==> src/shared/iotsm_regs.vh <==
`ifndef IOTSM_REGS_VH
`define IOTSM_REGS_VH
// ==========================================================================
// Status word bit positions
`define IOTSM_IN_FWD_BIT     4'd0
`define IOTSM_IN_REV_BIT     4'd1
`define IOTSM_IN_GEN1_BIT    4'd2
`define IOTSM_IN_GEN2_BIT    4'd3
`define IOTSM_IN_GEN3_BIT    4'd4
`define IOTSM_IN_LFWD_BIT    4'd13
`define IOTSM_IN_LREV_BIT    4'd14
`define IOTSM_IN_LRST_BIT    4'd15
`define IOTSM_OUT_TR_BIT     4'd0
`define IOTSM_OUT_RELAY_BIT  4'd8
// ==========================================================================
// Segment bit positions within a digit byte {dp,g,f,e,d,c,b,a}
`define IOTSM_SEG_A          3'd0
`define IOTSM_SEG_B          3'd1
`define IOTSM_SEG_C          3'd2
`define IOTSM_SEG_D          3'd3
`define IOTSM_SEG_E          3'd4
`define IOTSM_SEG_F          3'd5
`define IOTSM_SEG_G          3'd6
`define IOTSM_SEG_DP         3'd7
// ==========================================================================
// Reset values and special patterns
`define IOTSM_DIGIT_RESET    8'h00
`define IOTSM_DASH_PATTERN   8'h40
// ==========================================================================
// Display view select codes
`define IOTSM_VIEW_SEGMENT   2'd0
`define IOTSM_VIEW_HEX_IN    2'd1
`define IOTSM_VIEW_HEX_OUT   2'd2
`endif

==> src/logic/iotsm_monitor.v <==
// Behaviour
// - Digit one segments a-e show five inputs
// - Digit three segment a shows transistor output
// - Digit four segment a shows relay contact
// - All inputs and outputs off gives four dashes in segment view
// - Hex word sixteen bits, unused bits zero
// - Nibbles shown, high on digit four
// - Forward bit0, reverse bit1, general bits2-4
// - Input bit one when shorted to common
// - Transistor output at output bit zero
// - Relay normally open state at bit eight
// - Link mode adds three command inputs
// - Link commands shown non-inverted
// - Jumper picks sink or source common
`timescale 1ns/1ps
`default_nettype none
`include "iotsm_regs.vh"

module iotsm_monitor (
  // Clock and reset
  input  wire       core_clk,
  input  wire       rst_n,
  // Input terminal contacts: high while shorted to sink common
  input  wire       forward_run_sink,
  input  wire       reverse_run_sink,
  input  wire       general_one_sink,
  input  wire       general_two_sink,
  input  wire       general_three_sink,
  // Input terminal contacts: high while shorted to source common
  input  wire       forward_run_source,
  input  wire       reverse_run_source,
  input  wire       general_one_source,
  input  wire       general_two_source,
  input  wire       general_three_source,
  // Wiring jumper: high selects source wiring
  input  wire       jumper_source_sel,
  // Output terminals
  input  wire       transistor_output_closed,
  input  wire       relay_normally_open_made,
  // Serial link commands and link mode
  input  wire       link_forward_command,
  input  wire       link_reverse_command,
  input  wire       link_reset_command,
  input  wire       link_mode,
  // Register port
  input  wire [1:0] reg_addr,
  input  wire [15:0] reg_wdata,
  input  wire       reg_wr,
  input  wire       reg_rd,
  output reg  [15:0] reg_rdata,
  // Display digits {dp,g,f,e,d,c,b,a}, active high
  output reg  [7:0] digit_one,
  output reg  [7:0] digit_two,
  output reg  [7:0] digit_three,
  output reg  [7:0] digit_four
);

  // ========================================================================
  // Register map
  localparam [1:0] ADDR_CTRL     = 2'd0;
  localparam [1:0] ADDR_IN_WORD  = 2'd1;
  localparam [1:0] ADDR_OUT_WORD = 2'd2;

  // ========================================================================
  // Hex digit to segment pattern
  function [7:0] hex_to_seg;
    input [3:0] nib;
    begin
      case (nib)
        4'h0: hex_to_seg = 8'h3f;
        4'h1: hex_to_seg = 8'h06;
        4'h2: hex_to_seg = 8'h5b;
        4'h3: hex_to_seg = 8'h4f;
        4'h4: hex_to_seg = 8'h66;
        4'h5: hex_to_seg = 8'h6d;
        4'h6: hex_to_seg = 8'h7d;
        4'h7: hex_to_seg = 8'h07;
        4'h8: hex_to_seg = 8'h7f;
        4'h9: hex_to_seg = 8'h6f;
        4'ha: hex_to_seg = 8'h77;
        4'hb: hex_to_seg = 8'h7c;
        4'hc: hex_to_seg = 8'h39;
        4'hd: hex_to_seg = 8'h5e;
        4'he: hex_to_seg = 8'h79;
        default: hex_to_seg = 8'h71;
      endcase
    end
  endfunction

  // ========================================================================
  // View select register
  reg  [1:0]  view_sel;
  reg  [15:0] in_word;
  reg  [15:0] out_word;
  reg  [15:0] next_in_word;
  reg  [15:0] next_out_word;
  reg  [7:0]  next_one;
  reg  [7:0]  next_two;
  reg  [7:0]  next_three;
  reg  [7:0]  next_four;
  reg  [4:0]  inputs_on;
  reg  [2:0]  link_cmds;

  // Software view selection and read back
  always @(posedge core_clk or negedge rst_n) begin
    if (!rst_n) begin
      view_sel  <= `IOTSM_VIEW_SEGMENT;
      reg_rdata <= 16'h0000;
    end else begin
      if (reg_wr && reg_addr == ADDR_CTRL) begin
        view_sel <= reg_wdata[1:0];
      end
      if (reg_rd) begin
        case (reg_addr)
          ADDR_CTRL:     reg_rdata <= {14'h0000, view_sel};
          ADDR_IN_WORD:  reg_rdata <= in_word;
          ADDR_OUT_WORD: reg_rdata <= out_word;
          default:       reg_rdata <= 16'h0000;
        endcase
      end else begin
        reg_rdata <= 16'h0000;
      end
    end
  end

  // ========================================================================
  // Terminal sampling and status words
  always @* begin
    // Common reference chosen by jumper
    if (jumper_source_sel) begin
      inputs_on = {general_three_source, general_two_source, general_one_source,
                   reverse_run_source, forward_run_source};
    end else begin
      inputs_on = {general_three_sink, general_two_sink, general_one_sink,
                   reverse_run_sink, forward_run_sink};
    end
    // Commands taken as received, only in link mode
    link_cmds = link_mode ? {link_reset_command, link_reverse_command,
                             link_forward_command} : 3'b000;
    next_in_word = 16'h0000;
    next_in_word[`IOTSM_IN_FWD_BIT]  = inputs_on[0];
    next_in_word[`IOTSM_IN_REV_BIT]  = inputs_on[1];
    next_in_word[`IOTSM_IN_GEN1_BIT] = inputs_on[2];
    next_in_word[`IOTSM_IN_GEN2_BIT] = inputs_on[3];
    next_in_word[`IOTSM_IN_GEN3_BIT] = inputs_on[4];
    next_in_word[`IOTSM_IN_LFWD_BIT] = link_cmds[0];
    next_in_word[`IOTSM_IN_LREV_BIT] = link_cmds[1];
    next_in_word[`IOTSM_IN_LRST_BIT] = link_cmds[2];
    next_out_word = 16'h0000;
    next_out_word[`IOTSM_OUT_TR_BIT]    = transistor_output_closed;
    next_out_word[`IOTSM_OUT_RELAY_BIT] = relay_normally_open_made;
  end

  // ========================================================================
  // Digit patterns for the selected view
  always @* begin
    next_one   = `IOTSM_DIGIT_RESET;
    next_two   = `IOTSM_DIGIT_RESET;
    next_three = `IOTSM_DIGIT_RESET;
    next_four  = `IOTSM_DIGIT_RESET;
    case (view_sel)
      `IOTSM_VIEW_HEX_IN: begin
        next_one   = hex_to_seg(next_in_word[3:0]);
        next_two   = hex_to_seg(next_in_word[7:4]);
        next_three = hex_to_seg(next_in_word[11:8]);
        next_four  = hex_to_seg(next_in_word[15:12]);
      end
      `IOTSM_VIEW_HEX_OUT: begin
        next_one   = hex_to_seg(next_out_word[3:0]);
        next_two   = hex_to_seg(next_out_word[7:4]);
        next_three = hex_to_seg(next_out_word[11:8]);
        next_four  = hex_to_seg(next_out_word[15:12]);
      end
      default: begin
        if (inputs_on == 5'b00000 && link_cmds == 3'b000 &&
            !transistor_output_closed && !relay_normally_open_made) begin
          next_one   = `IOTSM_DASH_PATTERN;
          next_two   = `IOTSM_DASH_PATTERN;
          next_three = `IOTSM_DASH_PATTERN;
          next_four  = `IOTSM_DASH_PATTERN;
        end else begin
          next_one[`IOTSM_SEG_A]   = inputs_on[0];
          next_one[`IOTSM_SEG_B]   = inputs_on[1];
          next_one[`IOTSM_SEG_C]   = inputs_on[2];
          next_one[`IOTSM_SEG_D]   = inputs_on[3];
          next_one[`IOTSM_SEG_E]   = inputs_on[4];
          next_two[`IOTSM_SEG_F]   = link_cmds[0];
          next_two[`IOTSM_SEG_G]   = link_cmds[1];
          next_two[`IOTSM_SEG_DP]  = link_cmds[2];
          next_three[`IOTSM_SEG_A] = transistor_output_closed;
          next_four[`IOTSM_SEG_A]  = relay_normally_open_made;
        end
      end
    endcase
  end

  // ========================================================================
  // Display and status registers, refreshed every clock
  always @(posedge core_clk or negedge rst_n) begin
    if (!rst_n) begin
      in_word     <= 16'h0000;
      out_word    <= 16'h0000;
      digit_one   <= `IOTSM_DIGIT_RESET;
      digit_two   <= `IOTSM_DIGIT_RESET;
      digit_three <= `IOTSM_DIGIT_RESET;
      digit_four  <= `IOTSM_DIGIT_RESET;
    end else begin
      in_word     <= next_in_word;
      out_word    <= next_out_word;
      digit_one   <= next_one;
      digit_two   <= next_two;
      digit_three <= next_three;
      digit_four  <= next_four;
    end
  end

endmodule // iotsm_monitor
`default_nettype wire

==> config.mk <==
export PLATFORM = sky130hd
export DESIGN_NAME = iotsm_monitor
export DESIGN_NICKNAME = d
export VERILOG_FILES = /design/src/logic/iotsm_monitor.v
export VERILOG_INCLUDE_DIRS = /design/src /design/src/shared
export SDC_FILE = /design/constraint.sdc
export NUM_CORES = 1
export LEC_CHECK = 0
export BUFFER_PORTS_ARGS = -buffer_cell sky130_fd_sc_hd__buf_2
export CAP_MARGIN = 20
export CORE_MARGIN = 5
export CORE_UTILIZATION = 45
export CTS_BUF_LIST = sky130_fd_sc_hd__clkbuf_8
export DETAILED_ROUTE_END_ITERATION = 10
export HOLD_SLACK_MARGIN = 0.1
export PLACE_DENSITY_LB_ADDON = 0.25
export SETUP_SLACK_MARGIN = 0.02
export SYNTH_ARGS = -nofsm -noshare
export SYNTH_HDL_FRONTEND = slang
export SYNTH_SLANG_ARGS = --single-unit
==> constraint.sdc <==
create_clock -name core_clk -period 1.6 [get_ports core_clk]
set_input_delay 0.24 -clock core_clk [delete_from_list [all_inputs] [get_ports core_clk]]
set_output_delay 0.24 -clock core_clk [all_outputs]
set_load 0.005 [all_outputs]
After elaboration in Yosys (flattened, before gate mapping)
Memory sizes are Yosys's and may differ from the RTL's.
Index checks and enable logic that the tools add are counted.
- mux-type cells: 14
- reductions and logical operators: 9
- equal/unequal tests: 4
- operators with widths (kind ; count):
    8-bit case mux with 2 select lines ; 4
    16-bit case mux with 3 select lines ; 1
    16-bit 2-to-1 mux ; 1
    5-bit 2-to-1 mux ; 2
    3-bit 2-to-1 mux ; 2
    6-bit 2-to-1 mux ; 1
    5-bit logical NOT ; 1
    2-bit by 1-bit equality test with 1-bit output, second input constant ; 2
    2-bit equality test, second input constant ; 2
    1-bit logical AND ; 4
    3-bit logical NOT ; 1
    1-bit logical NOT ; 2
    2-bit logical NOT ; 1
    1-bit 2-to-1 mux ; 2
    2-bit 2-to-1 mux ; 1
- memory bits (read-only): 896
- register bits: 60
- input port bits: 39
- output and inout port bits: 48
- memories kept: 8
- memories (memory ; depth ; bits a word ; read ports ; clocked after Yosys merged registers in ; wr ports ; RTL line ; source):
    (name not given) ; 16 ; 7 ; 1 ; 0 ; 0 ; iotsm_monitor.v:69 ; case (nib)
    (name not given) ; 16 ; 7 ; 1 ; 0 ; 0 ; iotsm_monitor.v:69 ;
    (name not given) ; 16 ; 7 ; 1 ; 0 ; 0 ; iotsm_monitor.v:69 ;
    (name not given) ; 16 ; 7 ; 1 ; 0 ; 0 ; iotsm_monitor.v:69 ;
    (name not given) ; 16 ; 7 ; 1 ; 0 ; 0 ; iotsm_monitor.v:69 ;
    (name not given) ; 16 ; 7 ; 1 ; 0 ; 0 ; iotsm_monitor.v:69 ;
    +2 memories ; - ; - ; - ; - ; - ; - ;

Longest topological paths before layout
- depth after elaboration: 7
- mapped depth: 7
- gate-level depth less buffers: 6

Worst setup path after synthesis
Ideal clock, no wire load.
- kind: input to register
- from: input port jumper_source_sel
- to: register digit_one[0]
- setup time: 0.121 ns
- required time: 1.479 ns
- slack: -0.375 ns
- stages: 7
- data arrival time: 1.854 ns
- path buffers: 1
- cell sequence: buf_6 mux2i_1 ha_1 nor3b_1 o2111ai_2 or2_4 a22o_1
- longest elaborated chain between the ends: 7
- ends and longest elaborated chain (element ; RTL line ; source):
    from (decl) ; iotsm_monitor.v:36 ; input wire jumper_source_sel,
    5-bit 2-to-1 mux * ; iotsm_monitor.v:130 ; if (jumper_source_sel) begin
    branches (longest 5 deep; another with memory read 16 x 7 bit) ; - ;
    8-bit case mux with 2 select lines * ; iotsm_monitor.v:161 ; case (view_sel)
    net next_one[0] ; iotsm_monitor.v:97 ; reg [7:0] next_one;
    to (signal assigned) ; iotsm_monitor.v:203 ; digit_one <= `IOTSM_DIGIT_RESET;
    to (signal assigned) ; iotsm_monitor.v:210 ; digit_one <= next_one;
    to (decl) ; iotsm_monitor.v:52 ; output reg [7:0] digit_one,
Mark *: on every way through the listed nets, which the timed path passes.
A chain may end at the register's enable or synchronous reset.

Final worst setup path
- from: register view_sel[1]
- to: register digit_two[5]
- longest elaborated chain between the ends: 2
- ends and longest elaborated chain (element ; RTL line ; source):
    from (decl) ; iotsm_monitor.v:92 ; reg [1:0] view_sel;
    from (signal assigned) ; iotsm_monitor.v:107 ; view_sel <= `IOTSM_VIEW_SEGMENT;
    from (signal assigned) ; iotsm_monitor.v:111 ; view_sel <= reg_wdata[1:0];
    2-bit equality test or 2-bit by 1-bit equality test with 1-bit output (tied branches) ; - ;
    8-bit case mux with 2 select lines * ; iotsm_monitor.v:161 ;
    net next_two[5] ; iotsm_monitor.v:98 ; reg [7:0] next_two;
    to (signal assigned) ; iotsm_monitor.v:204 ; digit_two <= `IOTSM_DIGIT_RESET;
    to (signal assigned) ; iotsm_monitor.v:211 ; digit_two <= next_two;
    to (decl) ; iotsm_monitor.v:53 ; output reg [7:0] digit_two,
Mark *: on every way through the listed nets, which the timed path passes. The rest lies on a longest branch.

==> flow_metrics.tcl <==
set metrics [dict create \
    status "finished clean" \
    final-hold-violation-count 0 \
    intPower_w 0.001982 \
    ys_types 44 \
    fmax_mhz 678.6 \
    p_leak_nw 1.459 \
    slowest_stage "dfrtp_1" \
    clock_power_share_pct 24.3 \
    setup_viol 0 \
    cp_max_fo 6 \
    seq_power_share_pct 45.9 \
    cts_tree "yes" \
    syn_to_final_growth_pct 29.14 \
    met2_usage_pct 25.99 \
    gp_routability_congestion 0.8767 \
    num-fill-cells 366 \
    rsz0062_at_grt "yes" \
    synth_area_leaders "dfrtp_1, buf_4, ha_1" \
    grt_pass1_wl_um 7576 \
    dp_cells 315 \
    combPwrFrac_pct 29.8 \
    drc 0 \
    cts-root-buf "clkbuf_8" \
    crit_path_max_incr_delay_ns 0.41 \
    startpoint_type "flip-flop" \
    grt.busiest_layer "met2" \
    r2r_end "digit_two[5]" \
    synthTopCellsByCount "dfrtp_1, buf_4, nand2_1, o21ai_0" \
    period_share_pct 92.11 \
    drv_slew 0 \
    drive_gt1_share_pct 41.91 \
    r2r_slack_ns 0.13 \
    crit_end "digit_two[5]" \
    rows 24 \
    grt_pass1_vias 1635 \
    ys_seq_area_share_pct 51.56 \
    die_area_mm2 0.006100 \
    dp_hpwl_um 3462 \
    fin_worst_skew_ns 0.002789 \
    antenna_left 0 \
    yosys_warnings 0 \
    ir_worst_vdd_uv 383.6 \
    yosysTopAreaCell "dfrtp_1" \
    clock_sinks 43 \
    core_area_mm2 0.004414 \
    use_met1_pct 18.63 \
    clkLatencyLatePin_ns 0.30 \
    die_w_um 78.10 \
    viasPerCell 4.867 \
    stdcell_area_mm2 0.002695 \
    grt_max_degree 28 \
    synth_most_common_cell "dfrtp_1" \
    regArea_mm2 0.001076 \
    pwr_density_cell_mw_per_mm2 1053 \
    multiInputGateArea_um2 885.9 \
    port_buffers 62 \
    synth_edf_count 0 \
    drt_iter0_markers 30 \
    wl_per_cell_um 13.28 \
    use_met3_pct 2.860 \
    path_clk_slew_ns 0.08 \
    synth_area_mm2 0.002087 \
    r2r_cells 4 \
    grt_overflow 0 \
    p_sw_w 0.0008557 \
    diodes 0 \
    p_sw_share_pct 30.16 \
    cap_violations 0 \
    num-nets-final 318 \
    worst_ep_required_time_ns 1.84 \
    cp_cell_sequence "ha_1, nand2b_2, o21ai_0, a21o_1" \
    routed_wl_um 4303 \
    min_period_ns 1.474 \
    pin_count 87 \
    numCtsBuffers 5 \
    critPathLaunch "view_sel[1]" \
    synth_seq_cells 43 \
    first_pass_iters 4 \
    avgSynthCellArea_um2 11.16 \
    synthArstFlopShare_pct 100.0 \
    critPathKind "flip-flop to flip-flop" \
    crit_path_end_kind "flip-flop" \
    htree_levels 2 \
    finalNonFillerCells 324 \
    synth_cells 187 \
    grt_usage_pct 15.13 \
    dpl_cell_area_mm2 0.002577 \
    cts_buffer_depth 2 \
    start_util_pct 47.28 \
    synth_top_flop_cell "dfrtp_1" \
    dr_total_vias 1577 \
    rr_startpoint "view_sel[1]" \
    synth_top_area_share_pct 51.56 \
    antenna_found_initial 0 \
    hp-class "input port to flip-flop" \
    worstPathArrival_ns 1.72 \
    fp.dieH_um 78.10 \
]
[registers in the layout, summed over array words and instances, names as in the netlist]
| register | cells |
|---|---|
| digit_four | 7 |
| digit_one | 7 |
| digit_three | 3 |
| digit_two | 5 |
| in_word | 8 |
| out_word | 2 |
| reg_rdata | 9 |
| view_sel | 2 |
[cells in the final DEF (no fill, tap or decap), types with 2 or more instances in the layout]
cell         n
o21ai_0     14
nand2_1     15
clkbuf_8     5
clkinvlp_4   2
and2_1       8
ha_1         7
o221ai_1     2
inv_1       10
a21o_1       3
nor3b_1      3
nor3_1       3
o211ai_1     2
conb_1      10
dfrtp_1     43
nor2b_1      3
buf_4       25
buf_2       62
nor2_1       4
nand3_1      3
a21oi_1      3
xnor2_1      2
a31oi_1      3
mux2i_4      3
mux2i_1      8
[cells by family (layout without fill, tap and decap cells)]
| group | Yosys count | in the layout | synth area share (%) |
|---|---|---|---|
| adders and majority gates | 8 | 8 | 4.796 |
| buffers and inverters | 33 | 109 | 9.892 |
| DFF | 43 | 43 | 51.56 |
| AOI/OAI and AO/OA | 37 | 37 | 12.11 |
| and+or+nand+nor | 51 | 51 | 14.03 |
| xor gates and xnor gates | 2 | 2 | 0.8395 |
| other | 1 | 10 | 0.1797 |
| muxes | 12 | 12 | 6.595 |
[timing repair]
action                                 CTS  global route
endpoints found under the hold margin   16             0
gates resized for setup                  1             5
setup endpoints to repair                4            14
buffers inserted                         0             0
hold buffers                             1             0
[area by class of cell]
cell class,count,share of cell area (%)
Tap cell,52,2.414
Clock inverter,3,0.8821
Clock buffer,5,2.553
Timing Repair Buffer,89,19.59
Inverter,12,1.764
Multi-Input combinational cell,120,32.87
Sequential cell,43,39.93
[metal layers]
layer  part of all wire (%)  wire, um
met3                    6.9       299
met1                     41      1762
met5                      0         0
met2                     50      2165
met4                    1.7        74
[metrics by stage]
stage               util (%)  worst slack (ns)  power (W)  setup TNS (ns)  hold WS, ns
floorplan                  -           -0.1311   0.001771         -0.1311     -0.05559
global placement       58.39           -0.1162   0.002147         -0.4148       0.1812
detailed placement     58.39           -0.1770   0.002160         -0.8280       0.1837
CTS                    60.77          0.005210   0.002854               0       0.1302
global route           61.05           0.01295   0.003025               0       0.1276
finish                 61.05            0.1263   0.002837               0       0.1373
[power by group through the flow]
| stage | Combinational (W) | Sequential, W | Clock, W |
|---|---|---|---|
| after floorplan | 0.000423 | 0.00135 | 0 |
| after global placement | 0.000823 | 0.00132 | 0 |
| after detailed placement | 0.000832 | 0.00133 | 0 |
| after CTS | 0.000842 | 0.00131 | 0.000706 |
| after global routing | 0.000944 | 0.00132 | 0.000759 |
| final | 0.000847 | 0.00130 | 0.000689 |
[critical path, delay by kind of cell, from the launching register on]
kind                       cells  cell delay [ns]
and+or+nand+nor                1             0.27
DFF                            1             0.41
AOI/OAI and AO/OA              2             0.39
adders and majority gates      1             0.36
[worst min-delay path by stage]
stage                                         from       endpoint  depth (start not counted)
after floorplan                              rst_n  digit_four[0]                          0
after global placement                       rst_n   reg_rdata[1]                          1
after detailed placement                     rst_n   reg_rdata[8]                          1
after CTS                 relay_normally_open_made    out_word[8]                          1
after global routing      relay_normally_open_made    out_word[8]                          1
final                     relay_normally_open_made    out_word[8]                          1
(Power assumes the default switching activity.)
